### src/rtl/glass_pkg.sv
// constants, types and helpers shared by the segment glass display logic
// assumes one pclk domain; glass timebase and phase ticks arrive as pclk-wide pulses
package glass_pkg;
    // register byte offsets
    localparam logic [7:0] OFS_GLASS_CONTROL_ZERO = 8'h00;
    localparam logic [7:0] OFS_FLASH_CONTROL = 8'h04;
    localparam logic [7:0] OFS_PIN_ENABLE_LOW = 8'h08;
    localparam logic [7:0] OFS_BACKPLANE_SELECT_LOW = 8'h0C;
    localparam logic [7:0] OFS_STATUS = 8'h10;
    localparam logic [7:0] OFS_PHASE_SEGMENT_BASE = 8'h20;
    localparam logic [7:0] OFS_PHASE_SEGMENT_LAST = 8'h3C;
    // field positions of the flash control register
    localparam int FLD_BLANK = 0;
    localparam int FLD_ALT = 1;
    localparam int FLD_FLASH_EN = 2;
    localparam int FLD_FLASH_STYLE = 3;
    localparam int FLD_FLASH_RATE = 4;
    // values after reset
    localparam logic [2:0] RST_DUTY = 3'h0;
    localparam logic [7:0] RST_BYTE = 8'h00;
    // blink divider: full cycle 4096 timebase ticks at rate 0, half of it per period
    localparam int BLINK_BASE_DIV = 4096;
    localparam int BLINK_CNT_W = 20;
    // alternate image lives four phases above the normal one
    localparam logic [2:0] ALT_PHASE_OFS = 3'h4;
    localparam logic [2:0] BIG_DUTY_MIN = 3'h4;

    typedef enum {MODE_NORMAL, MODE_ALT, MODE_BLANK} display_mode_e;

    typedef struct packed {
        logic blank;
        logic alt;
        logic flash_en;
        logic flash_style;
        logic [2:0] flash_rate;
        logic [2:0] duty;
    } display_cfg_s;

    // five or more backplanes: alternate image not available
    function automatic logic is_big(input logic [2:0] duty);
        return duty >= BIG_DUTY_MIN;
    endfunction
endpackage

### src/rtl/glass_display.sv
// segment glass phase, display mode and blink control with an apb register file
// assumes base_tick and timebase_tick are pclk-wide pulses from the glass clock logic
//
// The APB slave port and the placing of the registers were left to the implementer.
`timescale 1ns/10ps
module glass_display
    import glass_pkg::*;
#(
    parameter int PINS = 8, // glass pins served
    parameter int BLINK_DIV = BLINK_BASE_DIV // blink divider at rate 0
)(
    input wire logic pclk, // apb and logic clock
    input wire logic presetn, // async reset, active low
    input wire logic psel, // apb select
    input wire logic penable, // apb access phase
    input wire logic pwrite, // apb write
    input wire logic [7:0] paddr, // apb byte address
    input wire logic [31:0] pwdata, // apb write data
    output logic [31:0] prdata, // apb read data
    output logic pready, // apb ready
    output logic pslverr, // apb error on unmapped address
    input wire logic base_tick, // phase sequencer tick
    input wire logic timebase_tick, // glass timebase tick
    output logic [PINS-1:0] pin_drive, // backplane active or segment on
    output logic [PINS-1:0] pin_backplane, // pin acts as backplane
    output logic [PINS-1:0] pin_on, // pin enabled toward the glass
    output logic [2:0] phase_out, // phase being driven, 0 is A
    output logic blink_out // blink period is being shown
);
    display_cfg_s cfg;
    logic [7:0] pin_enable_low;
    logic [7:0] backplane_select_low;
    logic [7:0] pin_phase_segment_bytes [PINS];
    display_mode_e shown_mode;
    display_mode_e next_mode;
    logic shown_blink;
    logic [2:0] seq_phase;
    logic frame_end;
    logic blink_period;

    // apb decode
    logic setup_phase;
    logic access_done;
    logic wr_en;
    logic sel_ctrl;
    logic sel_flash;
    logic sel_pen;
    logic sel_bps;
    logic sel_stat;
    logic sel_byte;
    logic mapped;
    logic [2:0] byte_idx;
    logic [31:0] next_rdata;

    assign setup_phase = psel && !penable;
    assign access_done = psel && penable && pready;
    assign wr_en = access_done && pwrite && mapped;
    assign sel_ctrl = paddr == OFS_GLASS_CONTROL_ZERO;
    assign sel_flash = paddr == OFS_FLASH_CONTROL;
    assign sel_pen = paddr == OFS_PIN_ENABLE_LOW;
    assign sel_bps = paddr == OFS_BACKPLANE_SELECT_LOW;
    assign sel_stat = paddr == OFS_STATUS;
    assign sel_byte = paddr >= OFS_PHASE_SEGMENT_BASE && paddr <= OFS_PHASE_SEGMENT_LAST
        && paddr[1:0] == 2'h0 && int'(paddr[4:2]) < PINS;
    assign byte_idx = paddr[4:2];
    assign mapped = sel_ctrl || sel_flash || sel_pen || sel_bps || sel_stat || sel_byte;

    // read mux, status shows live mode, blink period and phase
    assign next_rdata = sel_ctrl ? {29'h0, cfg.duty} :
        sel_flash ? {25'h0, cfg.flash_rate, cfg.flash_style, cfg.flash_en, cfg.alt, cfg.blank} :
        sel_pen ? {24'h0, pin_enable_low} :
        sel_bps ? {24'h0, backplane_select_low} :
        sel_stat ? {26'h0, shown_mode == MODE_BLANK, shown_mode == MODE_ALT, shown_blink,
            seq_phase} :
        sel_byte ? {24'h0, pin_phase_segment_bytes[byte_idx]} : 32'h0;

    // zero-wait answer: ready and data registered during setup
    always_ff @(posedge pclk or negedge presetn) begin
        if (!presetn) begin
            pready <= 1'b0;
            pslverr <= 1'b0;
            prdata <= 32'h0;
        end else begin
            pready <= setup_phase;
            pslverr <= setup_phase && !mapped;
            prdata <= setup_phase && !pwrite ? next_rdata : 32'h0;
        end
    end

    // control registers, multiplex field holds duty 000..111
    always_ff @(posedge pclk or negedge presetn) begin
        if (!presetn) begin
            cfg <= '{duty: RST_DUTY, flash_rate: 3'h0, default: 1'b0};
            pin_enable_low <= RST_BYTE;
            backplane_select_low <= RST_BYTE;
        end else if (wr_en) begin
            if (sel_ctrl) begin
                cfg.duty <= pwdata[2:0];
            end
            if (sel_flash) begin
                cfg.blank <= pwdata[FLD_BLANK];
                cfg.alt <= pwdata[FLD_ALT];
                cfg.flash_en <= pwdata[FLD_FLASH_EN];
                cfg.flash_style <= pwdata[FLD_FLASH_STYLE];
                cfg.flash_rate <= pwdata[FLD_FLASH_RATE +: 3];
            end
            if (sel_pen) begin
                pin_enable_low <= pwdata[7:0];
            end
            if (sel_bps) begin
                backplane_select_low <= pwdata[7:0];
            end
        end
    end

    // phase and segment bytes, one per pin
    always_ff @(posedge pclk or negedge presetn) begin
        if (!presetn) begin
            for (int i = 0; i < PINS; i++) begin
                pin_phase_segment_bytes[i] <= RST_BYTE;
            end
        end else if (wr_en && sel_byte) begin
            pin_phase_segment_bytes[byte_idx] <= pwdata[7:0];
        end
    end

    glass_phase_seq u_seq (
        .pclk(pclk),
        .presetn(presetn),
        .base_tick(base_tick),
        .duty(cfg.duty),
        .phase(seq_phase),
        .frame_end(frame_end)
    );

    glass_blink_div #(.BASE_DIV(BLINK_DIV)) u_blink (
        .pclk(pclk),
        .presetn(presetn),
        .timebase_tick(timebase_tick),
        .enable(cfg.flash_en),
        .rate(cfg.flash_rate),
        .blink_period(blink_period)
    );

    // mode wanted for the coming frame
    logic big;
    logic in_blink;
    display_mode_e base_mode;
    display_mode_e blink_mode;

    assign big = is_big(cfg.duty);
    assign in_blink = cfg.flash_en && blink_period;
    assign base_mode = cfg.blank ? MODE_BLANK :
        cfg.alt ? (big ? MODE_BLANK : MODE_ALT) : MODE_NORMAL;
    assign blink_mode = cfg.flash_style && !big ? MODE_ALT : MODE_BLANK;
    assign next_mode = in_blink ? blink_mode : base_mode;

    // latch mode only between frames
    always_ff @(posedge pclk or negedge presetn) begin
        if (!presetn) begin
            shown_mode <= MODE_NORMAL;
            shown_blink <= 1'b0;
        end else if (frame_end) begin
            shown_mode <= next_mode;
            shown_blink <= in_blink;
        end
    end

    // phase whose bits are looked at; alternate image starts at E
    logic [2:0] eff_phase;
    logic [PINS-1:0] phase_bits;
    logic [PINS-1:0] next_drive;

    assign eff_phase = shown_mode == MODE_ALT ? (seq_phase | ALT_PHASE_OFS) : seq_phase;

    // one bit per pin, segment on for fronts, active for backs
    always_comb begin
        for (int i = 0; i < PINS; i++) begin
            phase_bits[i] = pin_phase_segment_bytes[i][eff_phase];
        end
    end

    // blank clears every pin, otherwise drive from the bytes
    always_comb begin
        next_drive = '0;
        unique case (shown_mode)
            MODE_NORMAL, MODE_ALT: next_drive = phase_bits & pin_enable_low[PINS-1:0];
            MODE_BLANK: next_drive = '0;
        endcase
    end

    // registered pin outputs
    always_ff @(posedge pclk or negedge presetn) begin
        if (!presetn) begin
            pin_drive <= '0;
            pin_backplane <= '0;
            pin_on <= '0;
            phase_out <= 3'h0;
            blink_out <= 1'b0;
        end else begin
            pin_drive <= next_drive;
            pin_backplane <= backplane_select_low[PINS-1:0] & pin_enable_low[PINS-1:0];
            pin_on <= pin_enable_low[PINS-1:0];
            phase_out <= eff_phase;
            blink_out <= shown_blink;
        end
    end

    // pins stay dark through a blank frame
    property p_blank_off;
        @(posedge pclk) disable iff (!presetn)
        shown_mode == MODE_BLANK |=> pin_drive == '0;
    endproperty
    a_blank_off: assert property (p_blank_off)
        else $error("segment driven while blank");

    // pin 0 follows its own phase bit in normal frames
    property p_normal_bit;
        @(posedge pclk) disable iff (!presetn)
        shown_mode == MODE_NORMAL && pin_enable_low[0]
        |=> pin_drive[0] == $past(pin_phase_segment_bytes[0][seq_phase]);
    endproperty
    a_normal_bit: assert property (p_normal_bit)
        else $error("pin 0 does not follow its phase bit");

    // alternate frames look four phases higher
    property p_alt_bit;
        @(posedge pclk) disable iff (!presetn)
        shown_mode == MODE_ALT && pin_enable_low[1]
        |=> pin_drive[1] == $past(pin_phase_segment_bytes[1][seq_phase | ALT_PHASE_OFS]);
    endproperty
    a_alt_bit: assert property (p_alt_bit)
        else $error("alternate image not taken from upper phases");

    // alternate with five or more backplanes falls back to blank
    property p_big_alt_blank;
        @(posedge pclk) disable iff (!presetn)
        frame_end && !cfg.blank && cfg.alt && is_big(cfg.duty) && !cfg.flash_en
        |=> shown_mode == MODE_BLANK;
    endproperty
    a_big_alt_blank: assert property (p_big_alt_blank)
        else $error("alternate shown with five or more backplanes");

    // mode and blink period hold for the whole frame
    property p_frame_only;
        @(posedge pclk) disable iff (!presetn)
        !frame_end |=> $stable(shown_mode) && $stable(shown_blink);
    endproperty
    a_frame_only: assert property (p_frame_only)
        else $error("mode changed inside a frame");

    // no blink frame while flashing is off
    property p_no_flash;
        @(posedge pclk) disable iff (!presetn)
        frame_end && !cfg.flash_en |=> !shown_blink;
    endproperty
    a_no_flash: assert property (p_no_flash)
        else $error("blink period shown while flashing off");

    // blank style or a large multiplex blinks to a dark frame
    property p_blink_style;
        @(posedge pclk) disable iff (!presetn)
        frame_end && cfg.flash_en && blink_period && (!cfg.flash_style || is_big(cfg.duty))
        |=> shown_mode == MODE_BLANK ##1 pin_drive == '0;
    endproperty
    a_blink_style: assert property (p_blink_style)
        else $error("blink period not blank");

    // every setup gets exactly one ready cycle
    property p_apb_answer;
        @(posedge pclk) disable iff (!presetn)
        psel && !penable |=> pready ##1 !pready;
    endproperty
    a_apb_answer: assert property (p_apb_answer)
        else $error("apb answer not one access cycle");

    // backplane outputs mirror select and enable
    property p_bp_map;
        @(posedge pclk) disable iff (!presetn)
        1'b1 |=> pin_backplane == $past(backplane_select_low[PINS-1:0] & pin_enable_low[PINS-1:0]);
    endproperty
    a_bp_map: assert property (p_bp_map)
        else $error("backplane select not reflected");


    c_alt: cover property (@(posedge pclk) disable iff (!presetn) shown_mode == MODE_ALT);
    c_blink: cover property (@(posedge pclk) disable iff (!presetn) $rose(shown_blink));
    c_blank: cover property (@(posedge pclk) disable iff (!presetn) shown_mode == MODE_BLANK);
    c_err: cover property (@(posedge pclk) disable iff (!presetn) pready && pslverr);
endmodule

### src/rtl/glass_phase_seq.sv
// phase sequencer: one phase per base tick, wraps after the last enabled phase
// assumes base_tick is a one-pclk pulse at frame rate times phase count
`timescale 1ns/10ps
module glass_phase_seq
    import glass_pkg::*;
(
    input wire logic pclk, // system clock
    input wire logic presetn, // async reset, active low
    input wire logic base_tick, // base clock tick pulse
    input wire logic [2:0] duty, // multiplex field, phases minus one
    output logic [2:0] phase, // current phase, 0 is A
    output logic frame_end // pulse on the tick that closes a frame
);
    logic last_phase;

    // frame closes on the last enabled phase, or if duty shrank under us
    assign last_phase = phase >= duty;
    assign frame_end = base_tick && last_phase;

    // advance one phase per tick, starting at A
    always_ff @(posedge pclk or negedge presetn) begin
        if (!presetn) begin
            phase <= 3'h0;
        end else if (frame_end) begin
            phase <= 3'h0;
        end else if (base_tick) begin
            phase <= phase + 3'h1;
        end
    end

    // the tick on the last enabled phase brings phase A back
    property p_wrap;
        @(posedge pclk) disable iff (!presetn)
        base_tick && phase == duty |=> phase == 3'h0;
    endproperty
    a_wrap: assert property (p_wrap)
        else $error("phase did not wrap after last phase");
endmodule

### src/rtl/glass_blink_div.sv
// blink divider: toggles the blink period every half blink cycle
// assumes timebase_tick is a one-pclk pulse at the glass timebase rate
`timescale 1ns/10ps
module glass_blink_div
    import glass_pkg::*;
#(
    parameter int BASE_DIV = BLINK_BASE_DIV // divider at rate setting 0
)(
    input wire logic pclk, // system clock
    input wire logic presetn, // async reset, active low
    input wire logic timebase_tick, // glass timebase tick
    input wire logic enable, // flashing enabled
    input wire logic [2:0] rate, // flash rate setting
    output logic blink_period // high during the blink half
);
    localparam logic [BLINK_CNT_W-1:0] HALF_BASE = BLINK_CNT_W'(BASE_DIV / 2);
    logic [BLINK_CNT_W-1:0] count;
    logic [BLINK_CNT_W-1:0] half_len;
    logic half_done;

    // each rate step doubles the divider
    assign half_len = HALF_BASE << rate;
    assign half_done = timebase_tick && count >= half_len - BLINK_CNT_W'(1);

    // count timebase ticks, flip period at each half
    always_ff @(posedge pclk or negedge presetn) begin
        if (!presetn) begin
            count <= '0;
            blink_period <= 1'b0;
        end else if (!enable) begin
            count <= '0;
            blink_period <= 1'b0;
        end else if (half_done) begin
            count <= '0;
            blink_period <= !blink_period;
        end else if (timebase_tick) begin
            count <= count + BLINK_CNT_W'(1);
        end
    end

    // blink period flips on the tick that closes a half
    property p_half_toggle;
        @(posedge pclk) disable iff (!presetn)
        enable && timebase_tick && count == half_len - BLINK_CNT_W'(1)
        |=> blink_period != $past(blink_period);
    endproperty
    a_half_toggle: assert property (p_half_toggle)
        else $error("blink period did not flip at half cycle");
    // no flip while the half is still running
    property p_no_early_toggle;
        @(posedge pclk) disable iff (!presetn)
        enable && $stable(rate) && count < half_len - BLINK_CNT_W'(1)
        |=> $stable(blink_period);
    endproperty
    a_no_early_toggle: assert property (p_no_early_toggle)
        else $error("blink period flipped early");
endmodule

### config.mk
export PLATFORM = sky130hd
export DESIGN_NAME = glass_display
export DESIGN_NICKNAME = d
export VERILOG_FILES = /design/src/rtl/glass_pkg.sv /design/src/rtl/glass_display.sv /design/src/rtl/glass_phase_seq.sv /design/src/rtl/glass_blink_div.sv
export SDC_FILE = /design/constraint.sdc
export NUM_CORES = 1
export LEC_CHECK = 0
export BUFFER_PORTS_ARGS = -buffer_cell sky130_fd_sc_hd__buf_2
export CAP_MARGIN = 20
export CELL_PAD_IN_SITES_DETAIL_PLACEMENT = 1
export CELL_PAD_IN_SITES_GLOBAL_PLACEMENT = 1
export CORE_UTILIZATION = 42
export CTS_CLUSTER_DIAMETER = 120
export DETAILED_ROUTE_END_ITERATION = 8
export PLACE_DENSITY = 0.74
export RECOVER_POWER = 50
export SYNTH_ARGS = -nofsm -noshare
export SYNTH_HDL_FRONTEND = slang
export SYNTH_HIERARCHICAL = 1
export SYNTH_SLANG_ARGS = --single-unit
### constraint.sdc
create_clock -name pclk -period 1.95 [get_ports pclk]
set_clock_uncertainty 0.2 [all_clocks]
set_input_delay 0.195 -clock pclk [delete_from_list [all_inputs] [get_ports pclk]]
set_output_delay 0.195 -clock pclk [all_outputs]
set_load 0.01 [all_outputs]
# Yosys cells after proc, flatten, opt, wreduce, memory -nomap -nowiden
# Index checks and enable logic that the tools add are counted.
dict set report word_totals {
  regBits 185
  input_bits 47
  elab_cells 131
}
dict set report op_classes {
  n_addsub 3
  order_cmp 8
  eq_ne 10
  shifts 1
  mux 43
  n_bitwise 3
  n_reduce_logical 34
}
# cell count
set op_table {}
lappend op_table {{8-bit 2-to-1 mux} 10}
lappend op_table {{64-bit bitwise mux} 1}
lappend op_table {{32-bit by 2-bit equality test with 1-bit output, second input constant} 2}
lappend op_table {{20-bit 2-to-1 mux} 3}
lappend op_table {{32-bit by 1-bit equality test with 1-bit output, second input constant} 1}
lappend op_table {{32-bit by 3-bit equality test with 1-bit output, second input constant} 1}
lappend op_table {{32-bit logical NOT} 1}
lappend op_table {{1-bit binary-select mux with 3-bit select} 8}
lappend op_table {{8-bit binary-select mux with 3-bit select} 1}
lappend op_table {{8-bit demux with 3-bit select} 1}
lappend op_table {{20-bit by 1-bit adder with 20-bit output, second input constant} 1}
lappend op_table {{20-bit >= comparator} 1}
lappend op_table {{12-bit by 3-bit << shifter with 20-bit output, first input constant} 1}
lappend op_table {{20-bit by 1-bit subtractor with 20-bit output, second input constant} 1}
lappend op_table {{8-bit AND} 2}
lappend op_table {{8-bit by 4-bit equality test with 1-bit output, second input constant} 2}
lappend op_table {{8-bit one-hot mux with 2 select lines} 1}
lappend op_table {{1-bit logical AND} 15}
lappend op_table {{1-bit 2-to-1 mux} 10}
lappend op_table {{2-bit 2-to-1 mux} 5}
lappend op_table {{3-bit 2-to-1 mux} 3}
lappend op_table {{8-bit by 3-bit equality test with 1-bit output, second input constant} 1}
lappend op_table {{8-bit by 5-bit equality test with 1-bit output, second input constant} 1}
lappend op_table {{8-bit by 6-bit >= comparator with 1-bit output, second input constant} 1}
lappend op_table {{other kinds (17)} 28}

# Logic depth before layout (Yosys ltp)
# Gate-level depths: netlist (run 1).
dict set report logic_depth {
  ltp_word 11
  depth_mapped 8
  ltp_nobuf 7
}

# Modules after synthesis
# Netlist (run 1), hierarchy kept.
# module instances cells_per_inst area_per_inst_um2 seq_area_each_um2
set modules_own_cells {}
lappend modules_own_cells {glass_display 1 482 6483.7 3278.1}
lappend modules_own_cells {glass_blink_div 1 143 1310.0 525.5}
lappend modules_own_cells {glass_phase_seq 1 24 216.5 75.1}

# Worst setup path after synthesis (run 1)
# No wires, ideal clock.
dict set report synth_timing {
  path_kind {reg-to-reg}
  from {register cfg[5] (netlist name)}
  to {register u_blink.blink_period}
  setup_time_ns 0.124
  t_arrival_ns 1.759
  slack_ns -0.133
  path_stages_with_launch 8
  path_cell_list {dfrtp_1 > o21ai_0 > ha_1 > nand3_1 > nor3_1 > a22oi_4 > and3_4 > a211o_1}
}
dict set report synth_via {
  elab_chain_len 5
}
# element line_no
set synth_rtl {}
lappend synth_rtl {{start, declared} glass_display.sv:30} ;# display_cfg_s cfg;
lappend synth_rtl {{12-bit by 3-bit << shifter with 20-bit output} glass_blink_div.sv:22} ;# assign half_len = HALF_BASE << rate;
lappend synth_rtl {{20-bit by 1-bit subtractor with 20-bit output} glass_blink_div.sv:23} ;# assign half_done = timebase_tick && count >= half_len - BLINK_CNT_W'(1);
lappend synth_rtl {{20-bit >= comparator} glass_blink_div.sv:23}
lappend synth_rtl {{1-bit logical AND} glass_blink_div.sv:23}
lappend synth_rtl {{2-bit by 1-bit != test with 1-bit output (no line)} --}
lappend synth_rtl {{end signal, assigned} glass_blink_div.sv:35} ;# blink_period <= !blink_period;
lappend synth_rtl {{end, declared} glass_blink_div.sv:14} ;# output logic blink_period
# No other way between the ends.
# A chain may end at the register's enable or synchronous reset.

# Worst setup path after layout (run 1)
dict set report layout_timing {
  from {register pready}
  to {register, netlist name cfg[2]}
}
dict set report layout_via {
  elab_chain_len 4
}
# element line_no
set layout_rtl {}
lappend layout_rtl {{start, declared} glass_display.sv:20} ;# output logic pready,
lappend layout_rtl {{start signal, assigned} glass_display.sv:84} ;# pready <= setup_phase;
lappend layout_rtl {{1-bit logical AND} glass_display.sv:56} ;# assign access_done = psel && penable && pready;
lappend layout_rtl {{1-bit logical AND (2 in series)} glass_display.sv:57} ;# assign wr_en = access_done && pwrite && mapped;
lappend layout_rtl {{2-bit AND reduction (no line)} --}
# No other way between the ends.

==> results of run 1 <==
[power by group through the flow]
| stage | Combinational (mW) | Clock, mW | Sequential [mW] |
|---|---|---|---|
| finish | 0.401 | 3.17 | 3.24 |
| floorplan | 0.195 | 0 | 3.30 |
| CTS | 0.394 | 3.22 | 3.24 |
| global placement | 0.349 | 0 | 3.30 |
| global route | 0.433 | 3.36 | 3.24 |
| detailed placement | 0.364 | 0 | 3.30 |
[synthesized netlist by cell type (8+ instances only)]
cell type	count	area, um^2
mux2_2	74	833
nand3_1	17	85.1
nand4_1	8	50.1
inv_1	12	45.0
nor2_1	30	113
nand2b_1	19	119
buf_4	27	203
nor3_1	8	40.0
mux4_2	32	721
o21ai_0	21	105
clkbuf_1	17	63.8
nand2_1	52	195
dfrtp_1	155	3880
ha_1	12	150
and2_1	11	68.8
buf_2	9	45.0
a21oi_1	27	135
mux2_4	24	360
[how the worst max path moves through the flow]
stage                                   to  slack [ns]     start  depth (start not counted)
4_1_cts        pin_phase_segment_bytes[62]       -0.13    pready                          6
3_3_place_gp                     prdata[6]       -0.20  paddr[2]                          8
6_report                            cfg[2]       -0.16    pready                          7
3_5_place_dp                     prdata[6]       -0.29  paddr[2]                          8
2_1_floorplan  pin_phase_segment_bytes[56]       -0.03    pready                          5
5_1_grt                   u_blink/count[2]       -0.25    cfg[5]                          8
[per-layer routing]
metal | GRT usage [%] | wire [um]
met3 | 4.92 | 1390
met2 | 43.4 | 12300
met4 | 10.5 | 637
met5 | 0 | 0
met1 | 34.5 | 10200
[area by class of cell]
cell class / instances / area share (%)
clock buffers: 19 / 4.32
clock inverters: 12 / 1.16
inverters: 13 / 0.487
multi-input cells: 444 / 41.3
flip-flops and latches: 155 / 38.7
well taps: 234 / 2.92
repair buffers: 148 / 11.0
[through the flow]
stage | instance area, um^2 | cells | power, mW
after floorplan | 8130 | 672 | 3.49
after global placement | 9000 | 979 | 3.65
after detailed placement | 9000 | 979 | 3.66
after CTS | 9930 | 1022 | 6.85
after global routing | 10000 | 1025 | 7.03
final | 10000 | 1025 | 6.81
[sequential cells by signal (all words and copies together), names as in the netlist]
register                 cells
backplane_select_low         8
phase_out                    3
cfg                         10
shown_mode                   2
pslverr                      1
u_blink/count               20
shown_blink                  1
pin_on                       8
blink_out                    1
prdata                       8
u_blink/blink_period         1
u_seq/phase                  3
pin_phase_segment_bytes     64
pin_enable_low               8
pin_backplane                8
pin_drive                    8
pready                       1
[kinds of logic after synthesis]
kind of cell,Yosys count,synth area share (%)
xor+xnor,14,1.53
fa+ha+maj,12,1.87
buf+inv,73,5.11
simple gates,185,12.8
mux,130,23.9
compound gates,79,6.36
other cells,1,0.0468
flops,155,48.4
[repair_timing]
| item | 4_1_cts | 5_1_grt |
|---|---|---|
| gates resized for setup | 68 | 27 |
| buffers inserted | 6 | 6 |
| endpoints found under the setup margin | 76 | 99 |
| endpoints found under the hold margin | 161 | 0 |
| hold buffers | 6 | 0 |
| pin swaps | 11 | 9 |
==> results.md, run 1 <==
- Clock Power Share: 46.5%
- Synth Register Bits: 155
- # rows: 50
- Die Y: between 100 and 150 um
- PD cells: 680 nW/um^2
- Clk Latency, worst-skew pair: 0.44 ns
- Maximum vdd drop: 0.000580 V
- Global route overflow: 0
- Switching power: approximately 1.7 mW
- Fill cells: 1,895
- Routed Wire Length: 24,600 um
- Via density: 5.78
- Worst-Margin Slew: between 1 and 1.5 ns
- Hold path depth: 2
- Worst path slowest cell: or3_4
- Critical path launch point type: flip-flop
- Final setup viols: 86
- Antenna Cells: 0
- Initial antenna violation count: 0
- LEAKAGE: 4.71 nW
- Port Buffer Count: 60
- CP required: 2.07 ns
- Failing checks: setup timing
- DRT iter0 DRCs: 345
- CTS tree: yes
- Hold Path Origin: pwdata[7]
- Max FO, Critical Path: 3
- Core box area: 18,700 um^2
- Dpl hpwl: 15,800 um
- Via Count: 5,929
- Comb pwr share: 5.9%
- Crit-path max cell delay: 0.41 ns
- FFs w/ async S/R, synth: 100%
- Nets: around 840
- TritonRoute pass-1 iters: 7
- Clock transition at path regs: 0.07 ns
- Status: finished with violations
- Fin Setup TNS: -7.52 ns
- R2R cell count: 7
- Dpl ws: -0.288 ns
- First-pass GRT wire length: 38,600 um
- FF-to-FF Start: pready
- Synth unique cells: 60
- Die area: 19,600 um^2
- Total GRT Usage: 26.4%
- Most common cell after layout, fill and taps aside: dfrtp_1
- Core Util, Final: 53.6%
- Arr. time, crit path: 2.23 ns
- Final critical-path required period: roughly 2.1 ns
- WS Path Type: flip-flop to flip-flop
- Initial Util: 42.8%
- Die X: 140 um
- Hold WC Path Type: input pin to flip-flop
- Worst Hold End: pin_phase_segment_bytes[15]
- CTS Buf Count: 17
- Worst hold slack: 0.0161 ns
- Worst setup margin: -0.165 ns
- Gpl congestion: 0.862
- Synthesis-to-finish area growth: 25.1%
- Routed wire per std cell: 24.0 um
- Synth Flop Type: dfrtp_1
- Final Hold Fails: 0
- Largest net degree at the start of global routing: 57
- Final Slew Violations: 0
- Layout cells sized above 1: 44.5%
- IO Pins: 109
- Mapped cell area: 8010 um^2
- Synthesized area per cell: 12.3 um^2
- Max clock buf depth: 2
- Most frequent CP cell: buf_6
- CP delay by family, top: simple AND/OR/NAND/NOR gates
- Synth warn: 6
- Max-Cap Viols: 0
- Int Power: 5.13 mW
- Fmax: 473 MHz
- Area of the multi-input gates: 4140 um^2
- Crit path capture type: flip-flop
- Vias in the first global route: 6,538
- Post-route antenna net violation count: 0
- DRC Markers: 0
- Switching share of power: 24.7%
- CTS sink cnt: 155
- RSZ-0062 raised after global routing: true
- Rel. slew slack: a little under a third
- FF/Latch Area: 3880 um^2
- Period Utilization, post-route: 108%
- Reg2reg end: cfg[2]
- Worst path bufs/invs: 3
- Commonest non-fill, non-tap cells in the layout: dfrtp_1 (152), mux2_4 (60), buf_2 (59), buf_4 (59), nand2_1 (49)
- Reg-to-reg slack, setup: -0.16 ns
- Post-Syn Instances: 649
- Register share of total power: 47.6%
- Critical path cell sequence: buf_6, nand4_4, or3_4, buf_6, nor3b_4, buf_6, mux2_4
- Number of flops mapped to enable cells by yosys: 0
- Sequential share of the synthesized area: 48.4%
- CTS root buf: clkbuf_16
- # H-tree levels: 4
No activity file was read; power rests on OpenSTA's default activity.
==> run 2: changes to the inputs <==
- SYNTH_HIERARCHICAL: 1 -> not set
- TNS_END_PERCENT: not set -> 50
==> run 2 against run 1 <==
Effect of this change:
- the flow still finishes with violations (setup timing)
- core utilization decreased by 1.2 points
- clock-buffer cell count is 3 higher
- combinational power is 14% lower
- die area down 3.4%
- sequential power about the same
- synthesized cell count is 2.8% lower
- cell count shrank 3.0%
- largest cell class is now registers
- highest routed layer unchanged
==> results.md, run 2 <==
- Top-count cell post-synth: dfrtp_1 (unchanged)
- Number of flops mapped to enable cells by yosys: 0 (unchanged)
- Worst setup margin: -0.257 ns (was -0.165 ns)
- CP required: 2.09 ns (was 2.07 ns)
- Post-route insts no fill: 994 (was 1,025)
- Clock transition at path regs: 0.07 ns (about the same)
- Via density: 5.65 (was 5.78)
- Worst-Margin Slew: 0.847 ns (was 1.02 ns)
- Clk Latency, worst-skew pair: 0.43 ns (was 0.44 ns)
- DRT iter0 DRCs: 367 (was 345)
- Sequential share of the synthesized area: 50.2% (was 48.4%)
- Max clock buf depth: 2 (unchanged)
- Core box area: 18,000 um^2 (was 18,700 um^2)
- LEAKAGE: 4.49 nW (was 4.71 nW)
- RSZ-0062 raised after global routing: true (unchanged)
- Fill cells: 1,896 (was 1,895)
- First-pass GRT wire length: 34,500 um (was 38,600 um)
- # H-tree levels: 4 (unchanged)
- Fin Setup TNS: -4.97 ns (was -7.52 ns)
- CTS tree: yes (unchanged)
- Largest net degree at the start of global routing: 40 (was 57)
- Final Power: 6.87 mW (was 6.81 mW)
- Initial antenna violation count: 0 (unchanged)
- Final Slew Violations: 0 (unchanged)
- Worst Hold End: backplane_select_low[0] (was pin_phase_segment_bytes[15])
- Mapped cell area: 7730 um^2 (was 8010 um^2)
- Dpl hpwl: 15,700 um (was 15,800 um)
- Total GRT Usage: 24.8% (was 26.4%)
- Arr. time, crit path: 2.35 ns (was 2.23 ns)
- Die Y: 138 um (was 140 um)
- Hold path depth: 2 (unchanged)
- Gpl congestion: 0.871 (was 0.862)
- # rows: 49 (was 50)
- Core Util, Final: 52.4% (was 53.6%)
- Final Hold Fails: 0 (unchanged)
- Routed wire per std cell: 22.2 um (was 24.0 um)
- Critical path cell sequence: a21oi_2, ha_1, nor2b_1, o31ai_2, buf_4, nand3_4, o211ai_1 (was buf_6, nand4_4, or3_4, buf_6, nor3b_4, buf_6, mux2_4)
- IO Pins: 109 (unchanged)
- Vias in the first global route: 6,016 (was 6,538)
- Period Utilization, post-route: 113% (was 108%)
- Synth top area share: 50.2% (was 48.4%)
- Hold WC Path Type: input pin to flip-flop (unchanged)
- Synth area leader: dfrtp_1 (unchanged)
- CTS Buf Count: 17 (unchanged)
- Synth Register Bits: 155 (unchanged)
- Global route overflow: 0 (unchanged)
- Max-Cap Viols: 0 (unchanged)
- Worst path slowest cell: dfrtp_2 (was or3_4)
- Max FO, Critical Path: 7 (was 3)
- Regs by FF count: pin_phase_segment_bytes x64, u_blink.count x20, cfg x10 (was pin_phase_segment_bytes x64, u_blink/count x20, cfg x10)
- Fmax: 453 MHz (was 473 MHz)
- Most common cell after layout, fill and taps aside: dfrtp_1 (unchanged)
- Die X: 138 um (was 140 um)
- Failing checks: setup timing (unchanged)
- Synth unique cells: 55 (was 60)
- Reg2reg end: u_blink.count[2] (was cfg[2])
- Status: finished with violations (unchanged)
- FFs w/ async S/R, synth: 100% (unchanged)
- Initial Util: 42.9% (was 42.8%)
- Placed Cells: 953 (was 979)
- CTS sink cnt: 155 (unchanged)
- Crit path capture type: flip-flop (unchanged)
- Reg with most FFs: pin_phase_segment_bytes (unchanged)
- Worst hold slack: 0.0347 ns (was 0.0161 ns)
- Synthesized area per cell: 12.3 um^2 (about the same)
- Synth warn: 0 (was 6)
- Crit-path max cell delay: 0.50 ns (was 0.41 ns)
- Synthesis-to-finish area growth: 22.1% (was 25.1%)
- Final setup viols: 21 (was 86)
- Largest register FFs: 64 (unchanged)
- Antenna Cells: 0 (unchanged)
- Critical path launch point type: flip-flop (unchanged)
- CTS root buf: clkbuf_16 (unchanged)
- Commonest non-fill, non-tap cells in the layout: dfrtp_1 (152), mux2_2 (91), buf_2 (59) (was dfrtp_1 (152), mux2_4 (60), buf_2 (59), buf_4 (59), nand2_1 (49))
- Post-synth top cells: dfrtp_1 (155), mux2_2 (95), nand2_1 (60) (was dfrtp_1 (155), mux2_2 (74), nand2_1 (52))
- Post-Syn Instances: 631 (was 649)
- Synth Flop Type: dfrtp_1 (unchanged)
- Hold Path Origin: pwdata[0] (was pwdata[7])
- Routed Wire Length: 22,100 um (was 24,600 um)
- FF-to-FF Start: cfg[4] (was pready)
- Rel. slew slack: 43.5% (was 31.8%)
- Worst path bufs/invs: 1 (was 3)
- Via Count: 5,618 (was 5,929)
- Maximum vdd drop: 0.000628 V (was 0.000580 V)
- Port Buffer Count: 60 (unchanged)
- Layout cells sized above 1: 42.2% (was 44.5%)
- CP delay by family, top: compound AO/OA/AOI/OAI gates (was simple AND/OR/NAND/NOR gates)
- Reg-to-reg slack, setup: -0.26 ns (was -0.16 ns)
- PD cells: 727 nW/um^2 (was 680 nW/um^2)
- DRC Markers: 0 (unchanged)
- Synth top area cells: dfrtp_1 (50%), mux2_2 (14%), mux4_2 (9.3%) (was dfrtp_1 (48%), mux2_2 (10%), mux4_2 (9.0%))
- Final critical-path required period: 2.21 ns (was 2.11 ns)
- TritonRoute pass-1 iters: 5 (was 7)
- Post-route antenna net violation count: 0 (unchanged)
- R2R cell count: 7 (unchanged)
- Nets: 813 (was 838)
- Die area: 19,000 um^2 (was 19,600 um^2)
- WS Path Type: flip-flop to flip-flop (unchanged)
==> run 2: cell count changes after synthesis, sizes merged, moves of 4 or more <==
cell    delta
a21oi      +5
a31oi      -7
buf        -5
inv        -4
mux2i      +5
nand2      +9
nand2b    -13
nor2b      +8
nor3       -8
xnor2      -5
xor2       +7
==> run 2: area by class of cell <==
cell class | count | area [um^2] | share of cell area (%)
flip-flops and latches | 155 | 3880 | 41.1
multi-input cells | 438 | 3760 | 39.8
repair buffers | 131 | 901 | 9.54
clock buffers | 22 | 474 | 5.02
well taps | 229 | 287 | 3.03
clock inverters | 10 | 105 | 1.11
inverters | 9 | 33.8 | 0.358
==> run 2: power by group <==
group          internal [mW]  total [mW]  switching (mW)  leakage [nW]
clock network           1.88        3.29            1.41         0.275
logic                  0.108       0.345           0.238          2.06
registers               3.23        3.24         0.00962          2.16
total                   5.22        6.87            1.65          4.49
==> run 2: layer usage <==
layer	wire length [um]	share of wire, %	track usage (%)
met1	9140	41	30.8
met2	11300	51	41.9
met3	1130	5.1	6.03
met4	572	2.6	9.04
met5	0	0	0
==> run 2: repair_timing <==
| item | 4_1_cts | 5_1_grt |
|---|---|---|
| setup buffers | 2 | 1 |
| pin swaps | 6 | 10 |
| setup endpoints to repair | 21 | 66 |
| endpoints found under the hold margin | 166 | 0 |
| resized for setup | 11 | 24 |
| hold buffers | 6 | 0 |
==> run 2: per-stage QoR <==
step | worst slack, ns | area [um^2]
floorplan | -0.215 | 7890
global placement | -0.152 | 8700
detailed placement | -0.262 | 8700
CTS | -0.195 | 9390
global route | -0.372 | 9440
finish | -0.257 | 9440
==> run 2: cells by family after synthesis <==
group	after synthesis	share of synthesized area, %
AO/OA/AOI/OAI	73	5.42
adder cells (fa/ha/maj)	14	2.27
other	2	0.0971
buffers and inverters	62	4.42
flip-flops	155	50.2
multiplexers	133	23.9
XOR/XNOR	16	1.81
AND/OR/NAND/NOR	176	11.9
==> run 2: worst max-delay path by stage <==
stage | startpoint | end | slack (ns) | cells after the start
floorplan | u_seq.phase[0] | shown_blink | -0.22 | 9
global placement | paddr[1] | pin_phase_segment_bytes[30] | -0.15 | 7
detailed placement | cfg[4] | u_blink.count[1] | -0.26 | 8
CTS | cfg[4] | u_blink.count[19] | -0.19 | 8
global route | cfg[4] | u_blink.count[6] | -0.37 | 8
finish | cfg[4] | u_blink.count[2] | -0.26 | 7
==> run 3: changes to the inputs <==
- PLACE_DENSITY: 0.74 -> not set
- PLACE_DENSITY_LB_ADDON: not set -> 0.1
==> run 3 against run 2 <==
Effect of this change:
- the flow still finishes with violations (setup timing)
- highest routed layer unchanged
- clock power increased by 9.7%
- power up 4.7%
- wire length shrank 2.4%
- sequential power is essentially flat
- via count down 3.1%
- core utilization up 0.35 points
- setup slack better by 0.042 ns
- clock-buffer cell count is 2 lower
- register-to-register slack improved by 0.04 ns
- first-iteration DRC count decreased by 51%
- critical path type unchanged
- cell count increased by 0.30%
- die area unchanged
==> results.md, run 3 (same netlist as run 2, synthesis figures left out) <==
- CP required: 2.07 ns (was 2.09 ns)
- Vias in the first global route: 5,773 (was 6,016)
- Most common cell after layout, fill and taps aside: dfrtp_1 (unchanged)
- Reg-to-reg slack, setup: -0.21 ns (was -0.26 ns)
- Total GRT Usage: 24.4% (was 24.8%)
- Area of the multi-input gates: 3700 um^2 (was 3760 um^2)
- Layout cells sized above 1: 41.1% (was 42.2%)
- Busiest grt layer: met2 (unchanged)
- Max FO, Critical Path: 6 (was 7)
- Post-route antenna net violation count: 0 (unchanged)
- Crit path capture type: flip-flop (unchanged)
- Met1 usage: 32.0% (was 30.8%)
- Via density: 5.46 (was 5.65)
- Nets: 816 (was 813)
- Fill cells: 1,874 (was 1,896)
- FF-to-FF Start: cfg[4] (unchanged)
- Final setup viols: 21 (unchanged)
- Routed Wire Length: 21,600 um (was 22,100 um)
- Core box area: 18,000 um^2 (unchanged)
- Failing checks: setup timing (unchanged)
- Hold Path Origin: pwdata[4] (was pwdata[0])
- LEAKAGE: 4.53 nW (was 4.49 nW)
- Met3 Track Usage GR: 4.82% (was 6.03%)
- Dpl ws: -0.229 ns (was -0.262 ns)
- Routed wire per std cell: 21.6 um (was 22.2 um)
- Max-Cap Viols: 0 (unchanged)
- CTS root buf: clkbuf_16 (unchanged)
- DRC Markers: 0 (unchanged)
- DRT iter0 DRCs: 178 (was 367)
- Post-route design area: 9510 um^2 (was 9440 um^2)
- RSZ-0062 raised after global routing: true (unchanged)
- Clock transition at path regs: 0.06 ns (was 0.07 ns)
- Worst setup margin: -0.215 ns (was -0.257 ns)
- CTS tree: yes (unchanged)
- WS Path Type: flip-flop to flip-flop (unchanged)
- Arr. time, crit path: 2.28 ns (was 2.35 ns)
- Global route overflow: 0 (unchanged)
- DP Area: 8720 um^2 (was 8700 um^2)
- CTS Buf Count: 17 (unchanged)
- Reg with most FFs: pin_phase_segment_bytes (unchanged)
- Synthesis-to-finish area growth: 22.9% (was 22.1%)
- Max clock buf depth: 2 (unchanged)
- Rel. slew slack: 16.1% (was 43.5%)
- Via Count: 5,443 (was 5,618)
- Worst-Margin Slew: 1.26 ns (was 0.847 ns)
- Met2 Use GR: 40.3% (was 41.9%)
- PD cells: 757 nW/um^2 (was 727 nW/um^2)
- Reg2reg end: u_blink.blink_period (was u_blink.count[2])
- Hold path depth: 2 (unchanged)
- Hold WC Path Type: input pin to flip-flop (unchanged)
- Die X: 138 um (unchanged)
- Die area: 19,000 um^2 (unchanged)
- Maximum vdd drop: 0.000706 V (was 0.000628 V)
- Regs by FF count: pin_phase_segment_bytes x64, u_blink.count x20, cfg x10 (unchanged)
- Status: finished with violations (unchanged)
- IO Pins: 109 (unchanged)
- Final Hold Fails: 0 (unchanged)
- FF/Latch Area: 3880 um^2 (unchanged)
- TritonRoute pass-1 iters: 4 (was 5)
- CTS sink cnt: 155 (unchanged)
- Commonest non-fill, non-tap cells in the layout: dfrtp_1 (152), mux2_2 (91), buf_2 (61) (was dfrtp_1 (152), mux2_2 (91), buf_2 (59))
- Antenna Cells: 0 (unchanged)
- Fmax: 462 MHz (was 453 MHz)
- Final Slew Violations: 0 (unchanged)
- Period Utilization, post-route: 111% (was 113%)
- First-pass GRT wire length: 33,600 um (was 34,500 um)
- Worst Hold End: pin_phase_segment_bytes[4] (was backplane_select_low[0])
- Final critical-path required period: 2.16 ns (was 2.21 ns)
- Largest net degree at the start of global routing: 48 (was 40)
- Gpl congestion: 0.859 (was 0.871)
- Die Y: 138 um (unchanged)
- Dpl hpwl: 15,400 um (was 15,700 um)
- R2R cell count: 8 (was 7)
- Initial antenna violation count: 0 (unchanged)
- # rows: 49 (unchanged)
- Largest register FFs: 64 (unchanged)
- Initial Util: 42.9% (unchanged)
- # H-tree levels: 4 (unchanged)
- Critical path launch point type: flip-flop (unchanged)
- Clk Latency, worst-skew pair: 0.43 ns (about the same)
- Port Buffer Count: 60 (unchanged)
==> run 3: layout make-up <==
type                       count  area share [%]
sequential                   155            40.8
timing repair buffer         134            10.0
multi-input combinational    438            39.0
clock buffer                  20            4.80
tap                          229            3.01
inverter                       9           0.355
clock inverter                12            1.96
==> run 3: critical path: stages (launching register included) <==
cell and delay (ns):
dfrtp_2 0.44, buf_6 0.13, nand2_4 0.05, ha_4 0.26, nand4_1 0.15, nor2_1 0.19, o31ai_2 0.12, a21oi_1 0.17
mux2_2 0.35
==> run 3: worst max path at each step <==
| stage | startpoint | cells after the start | endpoint |
|---|---|---|---|
| 2_1_floorplan | u_seq.phase[0] | 9 | shown_blink |
| 3_3_place_gp | cfg[5] | 8 | u_blink.count[19] |
| 3_5_place_dp | cfg[4] | 8 | u_blink.count[2] |
| 4_1_cts | cfg[3] | 9 | u_blink.count[2] |
| 5_1_grt | cfg[4] | 8 | u_blink.count[7] |
| 6_report | cfg[4] | 8 | u_blink.blink_period |
==> run 3: metal layers <==
layer | up-vias | wire [um]
li1 | 2462 | -
met1 | 2842 | 9520
met2 | 116 | 10900
met3 | 23 | 809
met4 | 0 | 384
met5 | - | 0
==> run 3: through the flow <==
step           instances  setup TNS, ns  power (mW)  hold slack, ns  util (%)
6_report             997          -3.63        7.19          0.0353      52.7
5_1_grt              997          -7.52        7.43          0.0350      52.7
3_3_place_gp         955         -10.69        3.63         -0.0391      48.4
4_1_cts              995          -3.53        7.28          0.0207      52.5
2_1_floorplan        655          -3.28        3.48          -0.301         -
3_5_place_dp         955         -14.85        3.64         -0.0222      48.4
==> run 3: power breakdown <==
| group | leakage, nW | internal [mW] | switching, mW |
|---|---|---|---|
| clock | 0.303 | 2.22 | 1.38 |
| combinational | 2.07 | 0.112 | 0.237 |
| sequential | 2.16 | 3.23 | 0.00981 |
==> run 3: what timing repair did <==
item | in CTS | in global routing
endpoints found under the hold margin | 161 | 0
pin swaps | 8 | 4
endpoints found under the setup margin | 22 | 86
resized for setup | 10 | 14
hold buffers | 6 | 0
buffers inserted | 2 | 2
